==> src/core/fat_pkg.sv <==
// constants, register map and state types for the frame acquisition trigger control
package fat_pkg;

    localparam int ADDR_W = 6;
    localparam int DATA_W = 32;
    localparam int EXP_W  = 24;
    localparam int CNT_W  = 16;
    localparam int BST_W  = 8;

    // register offsets (byte addresses)
    localparam logic [ADDR_W-1:0] OFF_CMD      = 6'h00;
    localparam logic [ADDR_W-1:0] OFF_MODE     = 6'h04;
    localparam logic [ADDR_W-1:0] OFF_SEL      = 6'h08;
    localparam logic [ADDR_W-1:0] OFF_TRIG     = 6'h0c;
    localparam logic [ADDR_W-1:0] OFF_EXP_MODE = 6'h10;
    localparam logic [ADDR_W-1:0] OFF_EXP_TIME = 6'h14;
    localparam logic [ADDR_W-1:0] OFF_PERIOD   = 6'h18;
    localparam logic [ADDR_W-1:0] OFF_BURST    = 6'h1c;
    localparam logic [ADDR_W-1:0] OFF_STATUS   = 6'h20;

    // field positions
    localparam int CMD_START_BIT  = 0;
    localparam int CMD_STOP_BIT   = 1;
    localparam int CMD_SWTRIG_BIT = 2;
    localparam int TRIG_MODE_BIT  = 0;
    localparam int TRIG_SRC_BIT   = 1;
    localparam int TRIG_ACT_BIT   = 2;
    localparam int STAT_PEND_BIT  = 2;
    localparam int STAT_SEEN_LSB  = 8;

    // trigger selector indices and source encoding
    localparam int   TRIG_IMAGE = 0;
    localparam int   TRIG_GROUP = 1;
    localparam logic SRC_SW     = 1'b0;
    localparam logic SRC_LINE1  = 1'b1;

    // reset values and timing counts, in clock cycles
    localparam logic [EXP_W-1:0] RST_EXP_TIME   = 24'h0003e8;
    localparam logic [EXP_W-1:0] RST_PERIOD     = 24'h002710;
    localparam logic [BST_W-1:0] RST_BURST      = 8'h01;
    localparam logic [CNT_W-1:0] SETUP_CYCLES   = 16'h0010;
    localparam logic [CNT_W-1:0] READOUT_CYCLES = 16'h0040;

    typedef enum logic [2:0] {
        ST_STOPPED    = 3'b000,
        ST_WAIT_GROUP = 3'b001,
        ST_WAIT_IMAGE = 3'b010,
        ST_FRAME      = 3'b011
    } fat_state_t;

    typedef enum logic [1:0] {
        PH_IDLE    = 2'b00,
        PH_SETUP   = 2'b01,
        PH_EXPOSE  = 2'b10,
        PH_READOUT = 2'b11
    } fat_phase_t;

endpackage : fat_pkg

==> src/core/fat_frame_if.sv <==
// control/status bundle between the acquisition controller and the frame engine
`timescale 1ns/100ps
interface fat_frame_if;
    logic                      start;
    logic                      setup_req;
    logic                      width_mode;
    logic                      line_active;
    logic [fat_pkg::EXP_W-1:0] exp_cycles;
    logic [fat_pkg::CNT_W-1:0] setup_cycles;
    logic [fat_pkg::CNT_W-1:0] ro_cycles;
    logic                      exposing;
    logic                      reading;
    logic                      done;

    modport ctl (
        output start, setup_req, width_mode, line_active, exp_cycles, setup_cycles, ro_cycles,
        input  exposing, reading, done
    );
    modport eng (
        input  start, setup_req, width_mode, line_active, exp_cycles, setup_cycles, ro_cycles,
        output exposing, reading, done
    );
endinterface : fat_frame_if

==> src/core/fat_trig_edge.sv <==
// synchroniser and edge detector for one hardware trigger
`timescale 1ns/100ps
module fat_trig_edge (
    input  wire logic clock,
    input  wire logic sys_rst,
    input  wire logic ce,
    input  wire logic line_in,
    input  wire logic falling,
    output logic      event_pulse,
    output logic      active
);
    import fat_pkg::*;

    logic sync0;
    logic sync1;
    logic prev;

    always_ff @(posedge clock)
    begin
        if (sys_rst)
        begin
            sync0       <= 1'b0;
            sync1       <= 1'b0;
            prev        <= 1'b0;
            event_pulse <= 1'b0;
            active      <= 1'b0;
        end
        else if (ce)
        begin
            sync0       <= line_in;
            sync1       <= sync0;
            prev        <= sync1;
            event_pulse <= falling ? (prev & ~sync1) : (~prev & sync1);
            active      <= sync1 ^ falling;
        end
    end
endmodule : fat_trig_edge

==> src/core/fat_frame_engine.sv <==
// setup, exposure and readout sequencer for one frame
`timescale 1ns/100ps
module fat_frame_engine (
    input  wire logic clock,
    input  wire logic sys_rst,
    input  wire logic ce,
    fat_frame_if.eng  frm
);
    import fat_pkg::*;

    fat_phase_t             phase;
    logic [EXP_W-1:0]       cnt;

    always_ff @(posedge clock)
    begin
        if (sys_rst)
        begin
            phase        <= PH_IDLE;
            cnt          <= '0;
            frm.exposing <= 1'b0;
            frm.reading  <= 1'b0;
            frm.done     <= 1'b0;
        end
        else if (ce)
        begin
            frm.done <= 1'b0;
            case (phase)
                PH_IDLE:
                begin
                    if (frm.start && frm.setup_req)
                    begin
                        phase <= PH_SETUP;
                        cnt   <= EXP_W'(frm.setup_cycles);
                    end
                    else if (frm.start)
                    begin
                        phase        <= PH_EXPOSE;
                        frm.exposing <= 1'b1;
                        cnt          <= frm.exp_cycles;
                    end
                end
                PH_SETUP:
                begin
                    if (cnt <= 1)
                    begin
                        phase        <= PH_EXPOSE;
                        frm.exposing <= 1'b1;
                        cnt          <= frm.exp_cycles;
                    end
                    else
                        cnt <= cnt - 1'b1;
                end
                PH_EXPOSE:
                begin
                    // width mode ends on the trailing edge, timed mode on the count
                    if (frm.width_mode ? !frm.line_active : (cnt <= 1))
                    begin
                        phase        <= PH_READOUT;
                        frm.exposing <= 1'b0;
                        frm.reading  <= 1'b1;
                        cnt          <= EXP_W'(frm.ro_cycles);
                    end
                    else
                        cnt <= cnt - 1'b1;
                end
                PH_READOUT:
                begin
                    if (cnt <= 1)
                    begin
                        phase       <= PH_IDLE;
                        frm.reading <= 1'b0;
                        frm.done    <= 1'b1;
                    end
                    else
                        cnt <= cnt - 1'b1;
                end
                default:
                    phase <= PH_IDLE;
            endcase
        end
    end
endmodule : fat_frame_engine

==> src/core/fat_acq_ctrl.sv <==
// frame acquisition trigger control: start/stop, burst and frame triggers, register port
//
// Chosen here: the strobed register port and the register addresses.
`timescale 1ns/100ps
module fat_acq_ctrl #(
    parameter logic [fat_pkg::CNT_W-1:0] SETUP_LEN   = fat_pkg::SETUP_CYCLES,
    parameter logic [fat_pkg::CNT_W-1:0] READOUT_LEN = fat_pkg::READOUT_CYCLES
) (
    input  wire logic                        clock,
    input  wire logic                        sys_rst,
    input  wire logic                        ce,
    input  wire logic [fat_pkg::ADDR_W-1:0]  reg_addr,
    input  wire logic [fat_pkg::DATA_W-1:0]  reg_wdata,
    input  wire logic                        reg_wr,
    input  wire logic                        reg_rd,
    output logic      [fat_pkg::DATA_W-1:0]  reg_rdata,
    input  wire logic                        trig_line1,
    output logic      [1:0]                  acq_state,
    output logic                             exposing,
    output logic                             reading,
    output logic                             frame_done
);
    import fat_pkg::*;

    // configuration
    logic                   acq_continuous;
    logic                   trig_sel;
    logic [1:0]             trig_mode;
    logic [1:0]             trig_src;
    logic [1:0]             trig_act;
    logic                   exp_width_mode;
    logic [EXP_W-1:0]       exp_time;
    logic [EXP_W-1:0]       frame_period;
    logic [BST_W-1:0]       burst_count;

    // control state
    fat_state_t             state;
    logic                   stop_pending;
    logic [BST_W-1:0]       burst_seen;
    logic [EXP_W-1:0]       period_cnt;

    // events
    logic                   cmd_wr;
    logic                   cmd_start;
    logic                   cmd_stop;
    logic [1:0]             edge_ev;
    logic [1:0]             line_act;
    logic [1:0]             sw_ev;
    logic [1:0]             ext_ev;
    logic                   int_tick;
    logic                   group_go;
    logic                   image_go;
    logic                   burst_full;

    fat_frame_if frm ();

    function automatic logic [1:0] status_code(input fat_state_t s);
        case (s)
            ST_STOPPED:    status_code = 2'h0;
            ST_WAIT_GROUP: status_code = 2'h1;
            ST_WAIT_IMAGE: status_code = 2'h2;
            default:       status_code = 2'h3;
        endcase
    endfunction : status_code

    assign cmd_wr    = reg_wr && (reg_addr == OFF_CMD);
    assign cmd_start = cmd_wr && reg_wdata[CMD_START_BIT];
    assign cmd_stop  = cmd_wr && reg_wdata[CMD_STOP_BIT];

    genvar gi;
    generate
        for (gi = 0; gi < 2; gi++)
        begin : g_trig
            fat_trig_edge u_edge (
                .clock       (clock),
                .sys_rst     (sys_rst),
                .ce          (ce),
                .line_in     (trig_line1),
                .falling     (trig_act[gi]),
                .event_pulse (edge_ev[gi]),
                .active      (line_act[gi])
            );
            // software command only reaches the selected trigger
            assign sw_ev[gi]  = cmd_wr && reg_wdata[CMD_SWTRIG_BIT] && (trig_sel == 1'(gi))
                                && (trig_src[gi] == SRC_SW);
            assign ext_ev[gi] = trig_mode[gi] && (sw_ev[gi]
                                || (edge_ev[gi] && trig_src[gi] == SRC_LINE1));
        end
    endgenerate

    assign int_tick   = (period_cnt >= frame_period);
    assign group_go   = trig_mode[TRIG_GROUP] ? ext_ev[TRIG_GROUP] : 1'b1;
    assign image_go   = trig_mode[TRIG_IMAGE] ? ext_ev[TRIG_IMAGE] : int_tick;
    assign burst_full = trig_mode[TRIG_GROUP] && (burst_seen == burst_count);

    // configuration registers
    always_ff @(posedge clock)
    begin
        if (sys_rst)
        begin
            acq_continuous <= 1'b0;
            trig_sel       <= 1'b0;
            trig_mode      <= 2'b00;
            trig_src       <= 2'b00;
            trig_act       <= 2'b00;
            exp_width_mode <= 1'b0;
            exp_time       <= RST_EXP_TIME;
            frame_period   <= RST_PERIOD;
            burst_count    <= RST_BURST;
        end
        else if (ce && reg_wr)
        begin
            case (reg_addr)
                OFF_MODE:     acq_continuous <= reg_wdata[0];
                OFF_SEL:      trig_sel       <= reg_wdata[0];
                OFF_TRIG:
                begin
                    trig_mode[trig_sel] <= reg_wdata[TRIG_MODE_BIT];
                    trig_src[trig_sel]  <= reg_wdata[TRIG_SRC_BIT];
                    trig_act[trig_sel]  <= reg_wdata[TRIG_ACT_BIT];
                end
                OFF_EXP_MODE: exp_width_mode <= reg_wdata[0];
                OFF_EXP_TIME: exp_time       <= reg_wdata[EXP_W-1:0];
                OFF_PERIOD:   frame_period   <= reg_wdata[EXP_W-1:0];
                OFF_BURST:    burst_count    <= reg_wdata[BST_W-1:0];
                default:      ;
            endcase
        end
    end

    // acquisition state machine
    always_ff @(posedge clock)
    begin
        if (sys_rst)
        begin
            state        <= ST_STOPPED;
            stop_pending <= 1'b0;
            burst_seen   <= '0;
            frm.start    <= 1'b0;
        end
        else if (ce)
        begin
            frm.start <= 1'b0;
            case (state)
                ST_STOPPED:
                begin
                    if (cmd_start)
                    begin
                        state        <= ST_WAIT_GROUP;
                        stop_pending <= 1'b0;
                    end
                end
                ST_WAIT_GROUP:
                begin
                    // image triggers are not looked at here
                    if (cmd_stop)
                        state <= ST_STOPPED;
                    else if (group_go)
                    begin
                        state      <= ST_WAIT_IMAGE;
                        burst_seen <= '0;
                    end
                end
                ST_WAIT_IMAGE:
                begin
                    if (cmd_stop)
                        state <= ST_STOPPED;
                    else if (image_go)
                    begin
                        state      <= ST_FRAME;
                        frm.start  <= 1'b1;
                        burst_seen <= burst_seen + 1'b1;
                    end
                end
                ST_FRAME:
                begin
                    if (frm.done)
                    begin
                        if (stop_pending || cmd_stop || !acq_continuous)
                            state <= ST_STOPPED;
                        else if (burst_full)
                            state <= ST_WAIT_GROUP;
                        else
                            state <= ST_WAIT_IMAGE;
                    end
                    else if (cmd_stop)
                        stop_pending <= 1'b1;
                end
                default:
                    state <= ST_STOPPED;
            endcase
        end
    end

    // internal frame-rate timer, restarted at every frame start
    always_ff @(posedge clock)
    begin
        if (sys_rst)
            period_cnt <= '0;
        else if (ce)
        begin
            if (state == ST_STOPPED || frm.start)
                period_cnt <= '0;
            else if (!int_tick)
                period_cnt <= period_cnt + 1'b1;
        end
    end

    // engine set-up; no overlap, the next start waits for done
    assign frm.setup_req    = !acq_continuous;
    assign frm.width_mode   = exp_width_mode && trig_mode[TRIG_IMAGE]
                              && (trig_src[TRIG_IMAGE] == SRC_LINE1);
    assign frm.line_active  = line_act[TRIG_IMAGE];
    assign frm.exp_cycles   = exp_time;
    assign frm.setup_cycles = SETUP_LEN;
    assign frm.ro_cycles    = READOUT_LEN;

    fat_frame_engine u_engine (
        .clock   (clock),
        .sys_rst (sys_rst),
        .ce      (ce),
        .frm     (frm)
    );

    assign exposing   = frm.exposing;
    assign reading    = frm.reading;
    assign frame_done = frm.done;

    // status output lags the state by one cycle
    always_ff @(posedge clock)
    begin
        if (sys_rst)
            acq_state <= 2'h0;
        else if (ce)
            acq_state <= status_code(state);
    end

    // read port; data valid only in the cycle after the strobe
    always_ff @(posedge clock)
    begin
        if (sys_rst)
            reg_rdata <= '0;
        else if (ce)
        begin
            reg_rdata <= '0;
            if (reg_rd)
            begin
                case (reg_addr)
                    OFF_MODE:     reg_rdata[0] <= acq_continuous;
                    OFF_SEL:      reg_rdata[0] <= trig_sel;
                    OFF_TRIG:
                    begin
                        reg_rdata[TRIG_MODE_BIT] <= trig_mode[trig_sel];
                        reg_rdata[TRIG_SRC_BIT]  <= trig_src[trig_sel];
                        reg_rdata[TRIG_ACT_BIT]  <= trig_act[trig_sel];
                    end
                    OFF_EXP_MODE: reg_rdata[0] <= exp_width_mode;
                    OFF_EXP_TIME: reg_rdata[EXP_W-1:0] <= exp_time;
                    OFF_PERIOD:   reg_rdata[EXP_W-1:0] <= frame_period;
                    OFF_BURST:    reg_rdata[BST_W-1:0] <= burst_count;
                    OFF_STATUS:
                    begin
                        reg_rdata[1:0]                         <= status_code(state);
                        reg_rdata[STAT_PEND_BIT]               <= stop_pending;
                        reg_rdata[STAT_SEEN_LSB+BST_W-1:STAT_SEEN_LSB] <= burst_seen;
                    end
                    default:      ;
                endcase
            end
        end
    end
endmodule : fat_acq_ctrl

==> config.mk <==
export PLATFORM = sky130hd
export DESIGN_NAME = fat_acq_ctrl
export DESIGN_NICKNAME = d
export VERILOG_FILES = /design/src/core/fat_pkg.sv /design/src/core/fat_frame_if.sv /design/src/core/fat_trig_edge.sv /design/src/core/fat_frame_engine.sv /design/src/core/fat_acq_ctrl.sv
export SDC_FILE = /design/constraint.sdc
export NUM_CORES = 1
export LEC_CHECK = 0
export BUFFER_PORTS_ARGS = -buffer_cell sky130_fd_sc_hd__buf_2
export CORE_UTILIZATION = 31
export CTS_CLUSTER_DIAMETER = 40
export DETAILED_ROUTE_END_ITERATION = 10
export SYNTH_ARGS = -nofsm -noshare
export SYNTH_HDL_FRONTEND = slang
export SYNTH_HIERARCHICAL = 1
export SYNTH_SLANG_ARGS = --single-unit
==> constraint.sdc <==
create_clock -name clock -period 3.3 [get_ports clock]
set_clock_uncertainty 0.1 [all_clocks]
set_input_delay 0.165 -clock clock [delete_from_list [all_inputs] [get_ports clock]]
set_output_delay 0.165 -clock clock [all_outputs]
set_load 0.05 [all_outputs]
[Word-level counts from Yosys, hierarchy flattened]
Index checks and enable logic that the tools add are counted.
Cells by class
  add/sub/neg operators: 3
  $lt $le $gt $ge: 4
  equality and inequality tests: 33
  multiplexer cells: 68
  bitwise operators: 8
  reductions and logical operators: 47
Operator list (number)
  24-bit 2-to-1 mux: 8
  24-bit one-hot mux with 4 select lines: 1
  8-bit 2-to-1 mux: 4
  8-bit one-hot mux with 2 select lines: 2
  1-bit 2-to-1 mux: 26
  24-bit by 1-bit adder with 24-bit output (second input constant): 1
  6-bit by 5-bit == test with 1-bit output (second input constant): 4
  24-bit greater-or-equal comparator: 1
  24-bit by 1-bit <= comparator with 1-bit output (second input constant): 1
  8-bit one-hot mux with 3 select lines: 1
  24-bit by 1-bit subtractor with 24-bit output (second input constant): 1
  2-bit != test (second input constant): 10
  1-bit logical AND: 18
  3-bit 2-to-1 mux: 6
  2-bit AND reduction: 8
  5-bit one-hot mux with 3 select lines: 1
  5-bit AND reduction: 3
  2-bit 2-to-1 mux: 7
  6-bit by 4-bit == test with 1-bit output (second input constant): 2
  3-bit one-hot mux with 4 select lines: 1
  6-bit AND reduction: 2
  2-bit by 1-bit != test with 1-bit output (second input constant): 5
  2-bit one-hot mux with 5 select lines: 1
  8-bit by 1-bit adder with 8-bit output (second input constant): 1
  other kinds (30): 48
Storage, ports and cells
  register bits after elaboration: 163
  output and inout bits: 37

[Depth between registers and ports, before layout]
Gate-level depths: netlist of the first run.
  depth after elaboration: 11
  depth in mapped cells: 11

[Cells and area by module]
Netlist of the first run, hierarchy kept.
By module, submodules not included
  fat_acq_ctrl: instances 1, cells an instance 782, area an instance 6228.5 um2
  fat_frame_engine: instances 1, cells an instance 354, area an instance 2683.8 um2
  fat_trig_edge: instances 2, cells an instance 19, area an instance 193.9 um2

[Worst setup path after synthesis of the first run]
Ideal clock, no wire load.
  path type: register to register
  start: reg frame_period[5]
  end: reg period_cnt[22]
  library setup time: 0.071 ns
  data arrival time: 2.634 ns
  required time: 3.129 ns
  setup slack: 0.496 ns
  cell stages (with the launch flop): 12
  period minus slack after synthesis: 2.804 ns
  path through: dfxtp_1 > inv_1 > ha_1 > a211o_1 > a311oi_1 > o21ai_1 > a22o_1 > o21ba_1 > or3_4 > buf_6 > or3_1 > a21oi_1
Between the ends
  word-level cells in the longest chain between the ends: 3
Ends and longest elaborated chain
  start, declared: line fat_acq_ctrl.sv:33  | logic [EXP_W-1:0] frame_period;
  start signal, assigned: line fat_acq_ctrl.sv:124  | OFF_PERIOD: frame_period <= reg_wdata[EXP_W-1:0];
  24-bit greater-or-equal comparator: line fat_acq_ctrl.sv:91  | assign int_tick = (period_cnt >= frame_period);
  2-bit by 1-bit != test with 1-bit output (no line)
  2-bit AND reduction (no line)
  end signal, assigned: line fat_acq_ctrl.sv:205  | period_cnt <= period_cnt + 1'b1;
  end, declared: line fat_acq_ctrl.sv:40  | logic [EXP_W-1:0] period_cnt;
No other way between the ends.
A chain may end at the register's enable or synchronous reset.

[Worst setup path in the final report of the first run]
  start: reg frame_period[15]
  end: reg period_cnt[18]
Same word-level chain as after synthesis.

==> results of run 1 <==
## sequential cells by signal (all words and copies together), names as in the netlist, 2 cells and up
name,flops
trig_mode,2
trig_src,2
g_trig.u_edge/prev,2
exp_time,24
g_trig.u_edge/sync0,2
reg_rdata,24
u_engine/cnt,24
state,2
burst_seen,8
acq_state,2
u_engine/phase,2
frame_period,24
burst_count,8
period_cnt,24
g_trig.u_edge/sync1,2
g_trig.u_edge/event_pulse,2
trig_act,2
## layout make-up
type | instances | area [sq um]
fillers | 3009 | 18000
multi-input cells | 923 | 5600
flip-flops and latches | 165 | 3300
repair buffers | 125 | 846
well taps | 384 | 480
clock buffers | 20 | 467
inverters | 44 | 165
clock inverters | 12 | 140
## metrics by stage
stage               worst slack, ps  area, sq um  total power, mW  std cells
floorplan                       496         9400             2.22       1208
global placement                246        10100             2.31       1615
detailed placement              218        10100             2.31       1615
CTS                             154        11000             4.38       1673
global route                   88.2        11000             4.49       1673
finish                          260        11000             4.37       1673
## worst max-delay path, delay by kind of cell (launching register included)
family / cells / cell delay [ps]
and+or+nand+nor: 3 / 1030
DFF: 1 / 410
AOI/OAI and AO/OA: 5 / 1030
buffers and inverters: 1 / 60
adders and majority gates: 1 / 320
## routing by layer
layer / wire length, um / global-route usage / up-vias
met1: 13400 / 0.248 / 4106
met4: 503 / 0.0630 / 0
met5: 0 / 0 / -
li1: - / - / 4332
met2: 13100 / 0.300 / 220
met3: 1200 / 0.0285 / 36
## worst max path at each step
stage,from,endpoint,slack [ps],cells after the start
after floorplan,frame_period[5],period_cnt[22],500,11
after global placement,frame_period[15],period_cnt[18],250,10
after detailed placement,frame_period[15],period_cnt[18],220,10
after CTS,frame_period[15],period_cnt[18],150,10
after global routing,frame_period[5],period_cnt[18],90,10
final,frame_period[15],period_cnt[18],260,10
## repair_timing
action,4_1_cts,5_1_grt
resized for setup,0,1
setup endpoints to repair,0,1
endpoints found under the hold margin,64,0
hold buffers,26,0
## power groups by stage
stage | combinational (mW) | clock, mW | sequential, mW
floorplan | 0.167 | 0 | 2.05
global placement | 0.250 | 0 | 2.06
detailed placement | 0.251 | 0 | 2.06
CTS | 0.276 | 2.10 | 2.01
global route | 0.301 | 2.17 | 2.01
finish | 0.279 | 2.08 | 2.01
==> flow_metrics.tcl, run 1 <==
set metrics [dict create \
    cts_buffers 17 \
    max_slew.worst_pin.slew_ps 870 \
    worstPathRequired_ps 3540 \
    combinationalPowerShare 0.064 \
    diodes 0 \
    power_density_nw_per_um2 397 \
    final_nets 1353 \
    status "finished clean" \
    wl_per_cell_um 16.8 \
    viasPerCell 5.20 \
    clk_path_buf_depth 2 \
    mostFrequentLayoutCells "nand2_1, dfxtp_1, nor2_1, a21oi_1, buf_2" \
    fin_crit_sh 0.921 \
    gp_congestion 0.890 \
    grt_pass1_vias 8094 \
    dieArea_sq_um 30600 \
    htreeDepth 4 \
    worst_path_most_repeated_cell "a21oi_1" \
    insertion_delay_ps 440 \
    area_growth_pct 18.8 \
    slew_violations 0 \
    grt_util_all_layers 0.185 \
    rr_startpoint "frame_period[15]" \
    seqPwrFrac 0.461 \
    routed_wl_mm 28.1 \
    core_sq_um 29000 \
    cts.sink_count 165 \
    power_frac_clock 0.476 \
    ant_nets 0 \
    rsz0062_at_grt "no" \
    worst_r2r_path_depth 10 \
    hold-worst-slack_ps 140 \
    ir_drop_mv 0.237 \
    gr-total-overflow 0 \
    root_buffer "clkbuf_16" \
    cap_violations 0 \
    fmax_mhz 329 \
    r2r_slack_ps 260 \
    io_pins 81 \
    rows 62 \
    worstSetupPathType "reg2reg" \
    first_iter_violations 643 \
    syn_inst 1170 \
    hold_start "reg_addr[0]" \
    worstPathMaxFanout 13 \
    critPathLaunchType "flip-flop" \
    power.internal_mw 3.28 \
    initial_core_util 0.319 \
    vias 8694 \
    cp-end-kind "flip-flop" \
    power_leakage_nw 4.31 \
    drive_gt1_frac 0.119 \
    min_to "acq_continuous" \
    post-dp-hpwl_mm 20.4 \
    slew_headroom 0.414 \
    hold_depth 5 \
    first_pass_iters 6 \
    netSwitchingPower_mw 1.08 \
    die-height_um 175 \
    setup_viol 0 \
    rr_endpoint "period_cnt[18]" \
    hp-class "in2reg" \
    drc 0 \
    clk_pin_slew_worst_paths_ps 70 \
    fp.dieW_um 175 \
    cts_tree "built" \
    timing.setup.tns_ps 0 \
    slowest_delay_ps 480 \
    period_minus_slack_ps 3040 \
    syn_area_per_cell_sq_um 7.91 \
    layout_commonest_cell "nand2_1" \
    portBuffers 64 \
    syn_area_sq_um 9260 \
    crit_arrival_ps 3280 \
    postCtsSetupBuffers 0 \
    final_core_util 0.379 \
    grt_start_max_net_pins 65 \
    antenna_found_initial 1 \
    cp_slowest_cell "or3_4" \
    p_sw_frac 0.248 \
    yosysWarnings 6 \
    hold_viol 0 \
    grt_pass1_wl_mm 44.8 \
    crit_path_cell_trace "inv_1 > ha_1 > a21oi_1 > o21ai_0 > a221oi_2 > nand2_1 > o21ba_1 > or3_4 > or3_1 > a21oi_1" \
]
(Power assumes the default switching activity.)
==> inputs of run 2 (changes only) <==
--- a/config.mk
+++ b/config.mk
@@ -9,6 +9,7 @@
 export CORE_UTILIZATION = 31
 export CTS_CLUSTER_DIAMETER = 40
 export DETAILED_ROUTE_END_ITERATION = 10
+export MAX_ROUTING_LAYER = met4
 export SYNTH_ARGS = -nofsm -noshare
 export SYNTH_HDL_FRONTEND = slang
 export SYNTH_HIERARCHICAL = 1
==> flow_metrics.tcl, run 2 (synthesis results as in run 1) <==
set metrics [dict create \
    status "finished clean" \
    hold_start "reg_addr[0]" \
    first_pass_iters 5 \
    post-dp-hpwl_mm 20.4 \
    cts.sink_count 165 \
    final_nets 1353 \
    gp_congestion 0.905 \
    setup_viol 0 \
    worst_r2r_path_depth 7 \
    viasPerCell 5.23 \
    worstPathRequired_ps 3490 \
    cap_violations 0 \
    worst_path_most_repeated_cell "or4_4" \
    insertion_delay_ps 440 \
    rr_endpoint "u_engine/cnt[5]" \
    max_slew.worst_pin.slew_ps 816 \
    rsz0062_at_grt "no" \
    crit_arrival_ps 3220 \
    power_leakage_nw 4.31 \
    mostFrequentLayoutCells "nand2_1, dfxtp_1, nor2_1, a21oi_1, buf_2" \
    clk_pin_slew_worst_paths_ps 70 \
    ir_drop_mv 0.238 \
    first_iter_violations 624 \
    met2_usage 0.299 \
    power_density_nw_per_um2 397 \
    htreeDepth 4 \
    cp.buffers_inverters 1 \
    hold_depth 5 \
    grt_pass1_wl_mm 44.8 \
    drc 0 \
    grt_use_met3 0.0276 \
    fmax_mhz 330 \
    grt_util_all_layers 0.191 \
    cts_buffers 17 \
    final_core_util 0.379 \
    fin_crit_sh 0.919 \
    slew_violations 0 \
    period_minus_slack_ps 3030 \
    vias 8749 \
    root_buffer "clkbuf_16" \
    io_pins 81 \
    rows 62 \
    grt_use_met1 0.251 \
    slowest_delay_ps 580 \
    timing.setup.tns_ps 0 \
    critPathLaunchType "flip-flop" \
    slew_headroom 0.455 \
    antenna_found_initial 0 \
    crit_family "simple AND/OR/NAND/NOR gates" \
    hp-class "in2reg" \
    hold_viol 0 \
    worstSetupPathType "reg2reg" \
    layout_commonest_cell "nand2_1" \
    critPathLaunch "u_engine/cnt[18]" \
    grt_pass1_vias 8074 \
    core_sq_um 29000 \
    crit_path_cell_trace "or4_4 > or4_4 > nor3_1 > buf_4 > o21ai_1 > a221oi_1 > nor4_1" \
    initial_core_util 0.319 \
    gr-total-overflow 0 \
    min_to "acq_continuous" \
    cp-end-kind "flip-flop" \
    drive_gt1_frac 0.119 \
    cts_tree "built" \
    postCtsSetupBuffers 0 \
    cp_slowest_cell "or4_4" \
    r2r_slack_ps 270 \
    fp.dieW_um 175 \
    dieArea_sq_um 30600 \
    grt_start_max_net_pins 65 \
    worstPathMaxFanout 7 \
    wl_per_cell_um 16.8 \
    portBuffers 64 \
    busiest_layer "met2" \
    routed_wl_mm 28.1 \
    ant_nets 0 \
    area_growth_pct 18.8 \
    clk_path_buf_depth 2 \
    die-height_um 175 \
    rr_startpoint "u_engine/cnt[18]" \
]
run 2: cell count changes in the layout (fill, tap and decap cells not counted), sizes merged:
cell	previous run	this run
diode	0	1
run 2: metrics by stage:
stage	hold slack [ps]	power [mW]	worst slack, ps	instances	instance area, sq um
floorplan	137	2.22	496	1208	9400
global placement	296	2.31	246	1615	10100
detailed placement	304	2.31	218	1615	10100
CTS	129	4.38	154	1673	11000
global route	143	4.49	87.9	1673	11000
finish	132	4.37	266	1674	11000
run 2: layout make-up:
class	instances	area (sq um)
clock buffer	20	467
tap	384	480
sequential	165	3300
multi-input combinational	923	5600
fill	3008	18000
antenna	1	2.50
timing repair buffer	125	846
inverter	44	165
clock inverter	12	140
run 2: repair_timing:
item / 4_1_cts / 5_1_grt
gates resized for setup: 0 / 1
endpoints found under the hold margin: 64 / 0
setup endpoints to repair: 0 / 1
hold buffers: 26 / 0
run 2: how the worst max path moves through the flow:
stage | endpoint | slack (ps) | cells after the start
floorplan | period_cnt[22] | 500 | 11
global placement | period_cnt[18] | 250 | 10
detailed placement | period_cnt[18] | 220 | 10
CTS | period_cnt[18] | 150 | 10
global route | period_cnt[18] | 90 | 10
finish | u_engine/cnt[5] | 270 | 7
run 2: routing by layer:
layer / share of wire / vias up
met4: 0.018 / 0
met2: 0.46 / 285
li1: - / 4330
met3: 0.050 / 42
met1: 0.47 / 4092
met5: 0 / -
run 2: tightest hold or removal path, stage by stage:
cell     delay, ps
buf_2           90
nor2_1          90
nand4_1        140
mux2i_1         80
nor2_1          70
run 2: power by group:
part | internal [mW] | switching, mW
logic | 0.0959 | 0.182
registers | 2.00 | 0.0106
clock network | 1.19 | 0.890
